==> config.mk <==
export PLATFORM = sky130hd
export DESIGN_NAME = pie_enable_bank
export DESIGN_NICKNAME = d
export VERILOG_FILES = /design/src/core/pie_pkg.sv /design/src/core/pie_enable_bank.sv /design/src/core/pie_flag_bank.sv
export SDC_FILE = /design/constraint.sdc
export NUM_CORES = 1
export LEC_CHECK = 0
export BUFFER_PORTS_ARGS = -buffer_cell sky130_fd_sc_hd__buf_4
export CAP_MARGIN = 20
export CORE_MARGIN = 3
export CORE_UTILIZATION = 40
export CTS_BUF_LIST = sky130_fd_sc_hd__clkbuf_2 sky130_fd_sc_hd__clkbuf_4 sky130_fd_sc_hd__clkbuf_8
export CTS_CLUSTER_DIAMETER = 100
export DETAILED_ROUTE_END_ITERATION = 12
export PLACE_DENSITY = 0.77
export REMOVE_ABC_BUFFERS = 1
export SETUP_SLACK_MARGIN = 0.15
export SYNTH_ARGS = -nofsm -noshare
export SYNTH_HDL_FRONTEND = slang
export SYNTH_SLANG_ARGS = --single-unit
==> constraint.sdc <==
create_clock -name clk_i -period 2.2 [get_ports clk_i]
set_clock_uncertainty 0.2 [all_clocks]
set_input_delay 0.33 -clock clk_i [delete_from_list [all_inputs] [get_ports clk_i]]
set_output_delay 0.33 -clock clk_i [all_outputs]
set_load 0.01 [all_outputs]
==> src/core/pie_pkg.sv <==
// constants for the peripheral interrupt enable bank
// assumes a 32-bit apb slave port with a 12-bit byte address
package pie_pkg;

  localparam int unsigned PIE_ADDR_W = 12;
  localparam int unsigned PIE_DATA_W = 32;
  localparam int unsigned PIE_SRC_N = 8;

  // ---------------------------------------------------------------
  // register byte offsets
  // ---------------------------------------------------------------
  localparam logic [11:0] PIE_OFF_CORE_CTL = 12'h080;
  localparam logic [11:0] PIE_OFF_FLAGS = 12'h084;
  localparam logic [11:0] PIE_OFF_ENABLES = 12'h08c;

  // ---------------------------------------------------------------
  // enable / flag bit positions
  // ---------------------------------------------------------------
  localparam int unsigned PIE_BIT_PAR_PORT = 7;
  localparam int unsigned PIE_BIT_CONV_DONE = 6;
  localparam int unsigned PIE_BIT_SERIAL_RX = 5;
  localparam int unsigned PIE_BIT_SERIAL_TX = 4;
  localparam int unsigned PIE_BIT_SYNC_SERIAL = 3;
  localparam int unsigned PIE_BIT_CAPCMP_ONE = 2;
  localparam int unsigned PIE_BIT_TIMER_TWO = 1;
  localparam int unsigned PIE_BIT_TIMER_ONE = 0;

  // core_irq_control fields
  localparam int unsigned PIE_BIT_GLOBAL_EN = 7;
  localparam int unsigned PIE_BIT_PERIPH_EN = 6;

  // ---------------------------------------------------------------
  // reset values
  // ---------------------------------------------------------------
  localparam logic [7:0] PIE_RST_ENABLES = 8'h00;
  localparam logic [7:0] PIE_RST_FLAGS = 8'h00;
  localparam logic [7:0] PIE_RST_CORE_CTL = 8'h00;

endpackage

==> src/core/pie_enable_bank.sv <==
// peripheral interrupt enable bank with flags and core request gating
// assumes apb master on clk_i and source event pulses on clk_i
//
// The APB interface to the registers was chosen for this implementation.
`timescale 1ns/1ps
`default_nettype none

// Summary of operation
// - bit 7 gates parallel port request
// - bit 6 gates conversion-complete request
// - bit 5 gates serial receive request
// - bit 4 gates serial transmit request
// - bit 1 gates timer two match
// - bit 0 gates timer one overflow
// - peripheral group enable also required
// - flags set regardless of any enable
// - global enable gates every request
module pie_enable_bank
  import pie_pkg::*;
#(
  parameter bit HAS_PAR_PORT = 1'b1
) (
  input wire logic clk_i,
  input wire logic rst_i,
  input wire logic psel_i,
  input wire logic penable_i,
  input wire logic pwrite_i,
  input wire logic [PIE_ADDR_W-1:0] paddr_i,
  input wire logic [PIE_DATA_W-1:0] pwdata_i,
  input wire logic [3:0] pstrb_i,
  output logic [PIE_DATA_W-1:0] prdata_o,
  output logic pready_o,
  output logic pslverr_o,
  input wire logic [PIE_SRC_N-1:0] event_i,
  output logic [PIE_SRC_N-1:0] flags_o,
  output logic irq_o
);

  // ---------------------------------------------------------------
  // address decode
  // ---------------------------------------------------------------
  // one-hot: [2] enables, [1] flags, [0] core control
  function automatic logic [2:0] reg_sel(input logic [PIE_ADDR_W-1:0] a);
    logic [2:0] s;
    s = 3'h0;
    s[0] = (a == PIE_OFF_CORE_CTL);
    s[1] = (a == PIE_OFF_FLAGS);
    s[2] = (a == PIE_OFF_ENABLES);
    return s;
  endfunction

  logic [7:0] en_q;
  logic [7:0] en_d;
  logic gie_q;
  logic gie_d;
  logic periph_group_irq_en_q;
  logic periph_group_irq_en_d;
  logic pready_q;
  logic pready_d;
  logic pslverr_q;
  logic pslverr_d;
  logic [PIE_DATA_W-1:0] prdata_q;
  logic [PIE_DATA_W-1:0] prdata_d;
  logic irq_q;
  logic irq_d;
  logic [PIE_SRC_N-1:0] flags;
  logic [PIE_SRC_N-1:0] flag_clr;
  logic [2:0] setup_sel;
  logic [2:0] acc_sel;
  logic setup;
  logic wr_acc;
  logic [7:0] en_mask;

  assign setup = psel_i & ~penable_i;
  assign wr_acc = psel_i & penable_i & pready_q & pwrite_i & pstrb_i[0];
  assign setup_sel = reg_sel(paddr_i);
  assign acc_sel = reg_sel(paddr_i);
  // without the parallel port bit 7 is not stored and reads zero
  assign en_mask = HAS_PAR_PORT ? 8'hff : 8'h7f;

  // ---------------------------------------------------------------
  // flags
  // ---------------------------------------------------------------
  // events set flags whatever the enables say
  pie_flag_bank u_flags (
    .clk_i(clk_i),
    .rst_i(rst_i),
    .set_i(event_i),
    .clr_i(flag_clr),
    .flags_o(flags)
  );

  // write one to clear
  assign flag_clr = (wr_acc && acc_sel[1]) ? pwdata_i[7:0] : 8'h00;

  // ---------------------------------------------------------------
  // register file and apb answer
  // ---------------------------------------------------------------
  // read data sampled in the setup cycle; answer in the first access cycle
  always_comb begin
    en_d = en_q;
    gie_d = gie_q;
    periph_group_irq_en_d = periph_group_irq_en_q;
    pready_d = setup;
    pslverr_d = setup & ~(|setup_sel);
    prdata_d = prdata_q;
    if (setup) begin
      prdata_d = '0;
      case (setup_sel)
        3'b001: begin
          prdata_d[PIE_BIT_GLOBAL_EN] = gie_q;
          prdata_d[PIE_BIT_PERIPH_EN] = periph_group_irq_en_q;
        end
        3'b010: begin
          prdata_d[7:0] = flags;
        end
        3'b100: begin
          prdata_d[7:0] = en_q;
        end
        default: begin
          prdata_d = '0;
        end
      endcase
    end
    if (wr_acc && acc_sel[2]) begin
      en_d = pwdata_i[7:0] & en_mask;
    end
    if (wr_acc && acc_sel[0]) begin
      gie_d = pwdata_i[PIE_BIT_GLOBAL_EN];
      periph_group_irq_en_d = pwdata_i[PIE_BIT_PERIPH_EN];
    end
  end

  // ---------------------------------------------------------------
  // core request
  // ---------------------------------------------------------------
  // each source passes only with its own, group and global enables
  always_comb begin
    irq_d = (|(flags & en_q)) & periph_group_irq_en_q & gie_q;
  end

  always_ff @(posedge clk_i or posedge rst_i) begin
    if (rst_i) begin
      en_q <= PIE_RST_ENABLES;
      gie_q <= PIE_RST_CORE_CTL[PIE_BIT_GLOBAL_EN];
      periph_group_irq_en_q <= PIE_RST_CORE_CTL[PIE_BIT_PERIPH_EN];
      pready_q <= 1'b0;
      pslverr_q <= 1'b0;
      prdata_q <= '0;
      irq_q <= 1'b0;
    end else begin
      en_q <= en_d;
      gie_q <= gie_d;
      periph_group_irq_en_q <= periph_group_irq_en_d;
      pready_q <= pready_d;
      pslverr_q <= pslverr_d;
      prdata_q <= prdata_d;
      irq_q <= irq_d;
    end
  end

  assign prdata_o = prdata_q;
  assign pready_o = pready_q;
  assign pslverr_o = pslverr_q;
  assign irq_o = irq_q;
  assign flags_o = flags;
endmodule

`default_nettype wire

==> src/core/pie_flag_bank.sv <==
// sticky peripheral interrupt flags, one per source
// assumes set and clear pulses come from logic on clk_i
`timescale 1ns/1ps
`default_nettype none

module pie_flag_bank
  import pie_pkg::*;
(
  input wire logic clk_i,
  input wire logic rst_i,
  input wire logic [PIE_SRC_N-1:0] set_i,
  input wire logic [PIE_SRC_N-1:0] clr_i,
  output logic [PIE_SRC_N-1:0] flags_o
);

  logic [PIE_SRC_N-1:0] flags_q;
  logic [PIE_SRC_N-1:0] flags_d;

  // set beats clear so an event in the clearing cycle is kept
  for (genvar g = 0; g < PIE_SRC_N; g++) begin : g_flag
    assign flags_d[g] = set_i[g] | (flags_q[g] & ~clr_i[g]);
  end

  always_ff @(posedge clk_i or posedge rst_i) begin
    if (rst_i) begin
      flags_q <= PIE_RST_FLAGS;
    end else begin
      flags_q <= flags_d;
    end
  end

  assign flags_o = flags_q;

endmodule

`default_nettype wire

==> run metrics, run 1 <==
pins over their slew limit=0; top cell type's share of synthesized area=46.7%; Synth Flop Type=dfrtp_1; total chip power=1.10 mW; H-Tree Depth=2; Hold Fails Final Rpt=0; total CTS buffers=5; post-synth cell types=30; RSZ-0062 raised after global routing=no; CTS clk-pin slew, worst paths=0.06 ns; placed wire-length estimate=2510 um; Setup TNS=0 ns; DRT iter0 DRCs=46; cell leakage power=0.972 nW; Fmax=603 MHz; Pwr Density=553 mW/mm^2; Synth Area in Compound Gates=10.4%; ys async rst share=100%; WL/cell=13.2 um; Die Y=68.3 um; maximum vdd drop=0.324 mV; fraction of layout cells with a size suffix above 1=39.5%; synth cell count leaders=29 x dfrtp_1, 24 x buf_4, 11 x nand2_1, 10 x nand3_1; CP Launch Type=input pin; critical path endpoint category=register; crit path DAT=1.62 ns; DRC=0; largest net degree at the start of global routing=30; Synth Register Bits=29; worst min path class=input pin to register; largest area contributor in the netlist=dfrtp_1; CP required=2.17 ns; Die Area=0.00467 sq mm; multiplexer share of the synthesized area=14.3%; largest family of logic cells by synthesized area=buffers and inverters; number of I/O port buffers=52; Area contributors post-synth=dfrtp_1 47%, buf_4 12%, mux2_4 7.7%; post-route ant nets=0; EDFF count, synth=0; crit path time final=1.66 ns; CTS tree=done; hold slack final=0.0200 ns; Yosys warnings=0; ANT cells=0; clock latency on the worst-skew pair=0.28 ns; xor and xnor area share after synthesis=0%; Cells after Synth=138; core region area=0.00372 sq mm; # IOs=104; first drt pass iteration count=4; Max Cap Viol=0; CTS Root Cell=clkbuf_8; worst-path maximum fanout=8; NumNets Final=256; Final WS setup=0.542 ns; initial antenna violation count=0; Finished Core Util=53.5%; Layout area overhead=28.0%; Netlist Area Pre-Place=0.00155 sq mm; Overall Global Routing Usage=14.5%; DR vias=1152; row cnt=22; Routed WL=3210 um; vias per cell=4.74; area share of fa/ha/maj cells after synthesis=0%; first-pass GRT wire length=4840 um; postcts setup bufs=0; Max Root-Sink Buffers=2; Tcrit/Tclk final=75.4%; Synth Area in Simple Gates=13.0%; register area share after synthesis=46.7%; classification of the worst setup path=input pin to register; status=finished, final reports clean; dpl ws=0.256 ns; # setup viols final=0; vias in the first global route=1078; grt total ovfl=0; top-count cell post-synth=dfrtp_1; Clock Sinks=29; GP Congestion=0.793; Mean Syn Cell Area=11.3 sq um; Die Width=68.3 um; Starting Density=41.8%
-- worst paths after layout --
path,cells past startpoint,start,to,slack [ns]
max,5,paddr_i[5],en_q[1],0.54
min in group asynchronous,4,rst_i,prdata_o[5],0.47
max in group asynchronous,4,rst_i,en_q[1],1.06
max reg2reg,4,pready_o,periph_group_irq_en_q,0.63
min,2,event_i[7],u_flags.flags_o[7],0.02
min reg2reg,2,prdata_o[6],prdata_o[6],0.28
-- critical path, stage by stage --
cell and delay [ns]:
buf_4 0.12, nor4b_4 0.30, and4_1 0.25, and3_4 0.30
mux2_4 0.31
-- logic make-up (layout without fill, tap and decap cells) --
group                  after synthesis  count (layout)
flip-flops                          29              29
AND/OR/NAND/NOR                     33              33
multiplexers                        18              18
other                                1              24
buffers and inverters               33              67
AO/OA/AOI/OAI                       24              24
-- sequential cells by signal, summed over array words and instances, names as in the netlist --
| signal | count |
|---|---|
| en_q | 8 |
| prdata_o | 8 |
| u_flags.flags_o | 8 |
| gie_q | 1 |
| irq_o | 1 |
| periph_group_irq_en_q | 1 |
| pready_o | 1 |
| pslverr_o | 1 |
-- report_power, final --
part / internal (mW) / switching [mW]
Sequential: 0.536 / 0.000737
Clock: 0.260 / 0.189
Combinational: 0.0533 / 0.0625
Total: 0.848 / 0.252
-- layer usage --
| metal | vias to the layer above | track usage (%) | share of wire [%] |
|---|---|---|---|
| met4 | 0 | 8.93 | 2.7 |
| li1 | 550 | - | - |
| met1 | 545 | 17.4 | 42 |
| met5 | - | 0 | 0 |
| met2 | 49 | 23.5 | 48 |
| met3 | 8 | 3.28 | 7.6 |
-- per-stage QoR --
stage	instance area [sq um]	instances
2_1_floorplan	1420	132
3_3_place_gp	1890	235
3_5_place_dp	1890	235
4_1_cts	1990	243
5_1_grt	1990	243
6_report	1990	243
-- area by class of cell --
type                    count  area [sq um]
clock buffers               7          90.1
inverters                   4          15.0
well taps                  48          60.1
multi-input cells          99           676
repair buffers             56           423
flip-flops and latches     29           726
fillers                   345          1730
-- layout by cell type, fill, tap and decap left out --
cell,n
a21o_1,8
a21oi_1,1
a22oi_1,4
a31oi_1,2
a41oi_1,1
and3_2,1
and3_4,1
and4_1,1
buf_4,55
clkbuf_4,1
clkbuf_8,6
conb_1,24
dfrtp_1,29
dlygate4sd3_1,1
inv_1,4
mux2_2,2
mux2_4,8
mux2i_1,8
nand2_1,11
nand2b_1,1
nand3_1,10
nand4_1,1
nor2_1,4
nor3_2,1
nor4_4,1
nor4b_4,1
o21ai_0,6
o31ai_1,2
-- timing repair --
action	4_1_cts	5_1_grt
resized for setup	0	0
endpoints found under the setup margin	0	0
hold buffers	1	0
endpoints found under the hold margin	29	0
Power figures use the tool's default switching activity.
==> run 2: changes to the inputs <==
--- a/config.mk
+++ b/config.mk
@@ -8,11 +8,11 @@
 export BUFFER_PORTS_ARGS = -buffer_cell sky130_fd_sc_hd__buf_4
 export CAP_MARGIN = 20
 export CORE_MARGIN = 3
-export CORE_UTILIZATION = 40
+export CORE_UTILIZATION = 39
 export CTS_BUF_LIST = sky130_fd_sc_hd__clkbuf_2 sky130_fd_sc_hd__clkbuf_4 sky130_fd_sc_hd__clkbuf_8
 export CTS_CLUSTER_DIAMETER = 100
 export DETAILED_ROUTE_END_ITERATION = 12
-export PLACE_DENSITY = 0.77
+export PLACE_DENSITY = 0.79
 export REMOVE_ABC_BUFFERS = 1
 export SETUP_SLACK_MARGIN = 0.15
 export SYNTH_ARGS = -nofsm -noshare
==> constraint.sdc (replaced) <==
create_clock -name clk_i -period 1.4 [get_ports clk_i]
set_clock_uncertainty 0.2 [all_clocks]
set_input_delay 0.21 -clock clk_i [delete_from_list [all_inputs] [get_ports clk_i]]
set_output_delay 0.21 -clock clk_i [all_outputs]
set_load 0.01 [all_outputs]
==> run 2 against run 1 <==
The run now ends with setup timing left. Flip-flop and latch count is the same. Count of clock-buffer cells in the layout is the same. Critical path depth shrank 1. Wire length grew 24%. Final area grew 26%. Combinational power grew 120%. Die area grew 2.3%. Power grew 63%. Cell count grew 15%. Core utilization grew 13 points. Global-route usage grew 2.2 points. Critical endpoint is now en_q[2]. Largest power group unchanged.
==> run metrics, run 2 (same netlist as run 1, synthesis figures left out) <==
status=finished with violations (was finished, final reports clean); failing checks=setup timing; most frequent cells in the layout=61 x buf_4, 28 x dfrtp_1, 24 x conb_1, 17 x dlygate4sd3_1, 12 x buf_6 (was 55 x buf_4, 29 x dfrtp_1, 24 x conb_1, 11 x nand2_1, 10 x nand3_1); largest net degree at the start of global routing=30 (unchanged); cell leakage power=1.18 nW (was 0.972 nW); Reg power frac=47.1% (was 48.7%); number of I/O port buffers=52 (unchanged); Overall Global Routing Usage=16.7% (was 14.5%); WL/cell=14.2 um (was 13.2 um); commonest non-fill, non-tap cell in the layout=buf_4 (unchanged); clock latency on the worst-skew pair=0.28 ns (about the same); Hold Fails Final Rpt=0 (unchanged); Layout area overhead=61.0% (was 28.0%); logic gate share of total power=14.1% (was 10.5%); row cnt=22 (unchanged); crit path time final=1.56 ns; switching portion of total power=22.7% (was 22.9%); Fmax=641 MHz; vias per cell=4.62 (was 4.74); Die Width=69.1 um (was 68.3 um); DRT iter0 DRCs=55 (was 46); H-Tree Depth=2 (unchanged); dpl cell area=0.00193 sq mm (was 0.00189 sq mm); # IOs=104 (unchanged); NumNets Final=293 (was 256); internal power=1.38 mW (was 848 uW); Starting Density=41.5% (was 41.8%); CP max-delay cell=dfrtp_1 (was mux2_4); critical path endpoint category=register (unchanged); Max Root-Sink Buffers=2 (unchanged); maximum vdd drop=0.511 mV (was 0.324 mV); DRC=0 (unchanged); Max Cap Viol=0 (unchanged); critical path cell sequence=nand4_1 -> nor2_1 -> and3_4 -> mux2_4 (was buf_4 -> nor4b_4 -> and4_1 -> and3_4 -> mux2_4); grt total ovfl=0 (unchanged); Sw Pwr=407 uW (was 252 uW); post-route ant nets=0 (unchanged); Clock Sinks=29 (unchanged); classification of the worst setup path=register to register (was input pin to register); Die Area=0.00478 sq mm (was 0.00467 sq mm); CP Launch Type=register (was input pin); DR vias=1293 (was 1152); Tcrit/Tclk final=111%; RSZ-0062 raised after global routing=yes (was no); Pwr Density=716 mW/mm^2 (was 553 mW/mm^2); CP required=1.36 ns (was 2.17 ns); crit path DAT=1.52 ns (was 1.62 ns); Final WS setup=-0.161 ns (was 0.542 ns); Die Y=69.1 um (was 68.3 um); total chip power=1.79 mW (was 1.10 mW); Finished Core Util=66.8% (was 53.5%); placed wire-length estimate=2610 um (was 2510 um); crit-path max cell delay=0.34 ns (was 0.31 ns); fillcell total=285 (was 345); dpl ws=-0.444 ns (was 0.256 ns); initial antenna violation count=0 (unchanged); clock share of power=38.8% (was 40.7%); hold slack final=0.102 ns (was 0.0200 ns); vias in the first global route=1269 (was 1078); first-pass GRT wire length=6240 um (was 4840 um); first drt pass iteration count=4 (unchanged); CTS Root Cell=clkbuf_8 (unchanged); worst min path class=input pin to register (unchanged); GP Congestion=0.758 (was 0.793); fraction of layout cells with a size suffix above 1=51.3% (was 39.5%); pins over their slew limit=0 (unchanged); CTS tree=done (unchanged); ANT cells=0 (unchanged); CTS clk-pin slew, worst paths=0.06 ns (about the same); total CTS buffers=5 (unchanged); Routed WL=3980 um (was 3210 um); # setup viols final=18 (was 0); design area=0.00250 sq mm (was 0.00199 sq mm); core region area=0.00374 sq mm (was 0.00372 sq mm); worst-path maximum fanout=8 (unchanged)
==> run 2: cell types whose count changed in the layout (fill, tap and decap cells not counted), moves of 5 or more <==
cell and change:
dlygate4sd3_1 +16, buf_6 +12, nand3_1 -9, nand3_2 +9
buf_4 +6, o21ai_0 -6, o21ai_2 +5
==> run 2: stage by stage <==
stage | std cells | setup TNS [ns]
finish | 280 | -1.91
global route | 280 | -2.49
CTS | 277 | -1.14
detailed placement | 240 | -8.01
global placement | 240 | -6.85
floorplan | 132 | -3.97
==> run 2: final timing paths <==
kind                             start                  to  slack (ns)  cells after the start
max                           pready_o             en_q[2]       -0.16                      4
min                         paddr_i[3]         prdata_o[3]        0.10                      3
max reg2reg                   pready_o             en_q[2]       -0.16                      4
min reg2reg                prdata_o[4]         prdata_o[4]        0.28                      2
max in group asynchronous        rst_i  u_flags.flags_o[7]        0.34                      4
min in group asynchronous        rst_i             en_q[1]        0.37                      4
==> run 2: routing by layer <==
| metal | global-route usage (%) | wire length (um) |
|---|---|---|
| met5 | 0 | 0 |
| met1 | 19.4 | 1640 |
| met2 | 28.1 | 2020 |
| met3 | 5.54 | 240 |
| met4 | 7.16 | 76 |
==> run 2: power by group through the flow <==
stage / Clock (mW) / Combinational, mW / Sequential (mW)
2_1_floorplan: 0 / 0.0698 / 0.859
3_3_place_gp: 0 / 0.187 / 0.858
3_5_place_dp: 0 / 0.190 / 0.858
4_1_cts: 0.719 / 0.245 / 0.843
5_1_grt: 0.753 / 0.273 / 0.842
6_report: 0.694 / 0.253 / 0.843
==> run 2: what timing repair did <==
item	in CTS	in global routing
endpoints found under the setup margin	32	32
buffers inserted	12	3
pin swaps	25	4
hold endpoints to repair	47	0
gates resized for setup	36	11
cloned	1	0
hold buffers	17	0
==> run 2: layout make-up <==
| type | instances | area (sq um) | area share [%] |
|---|---|---|---|
| timing repair buffer | 93 | 826 | 33.0 |
| multi-input combinational | 99 | 783 | 31.3 |
| sequential | 29 | 727 | 29.1 |
| clock buffer | 7 | 90.1 | 3.60 |
| tap | 48 | 60.1 | 2.40 |
| inverter | 4 | 15.0 | 0.600 |
==> run 2: worst max-delay path: cells and delay by family, from the launching register on <==
family,cells,cell delay (ns)
flip-flops,1,0.34
multiplexers,1,0.32
AND/OR/NAND/NOR,3,0.59
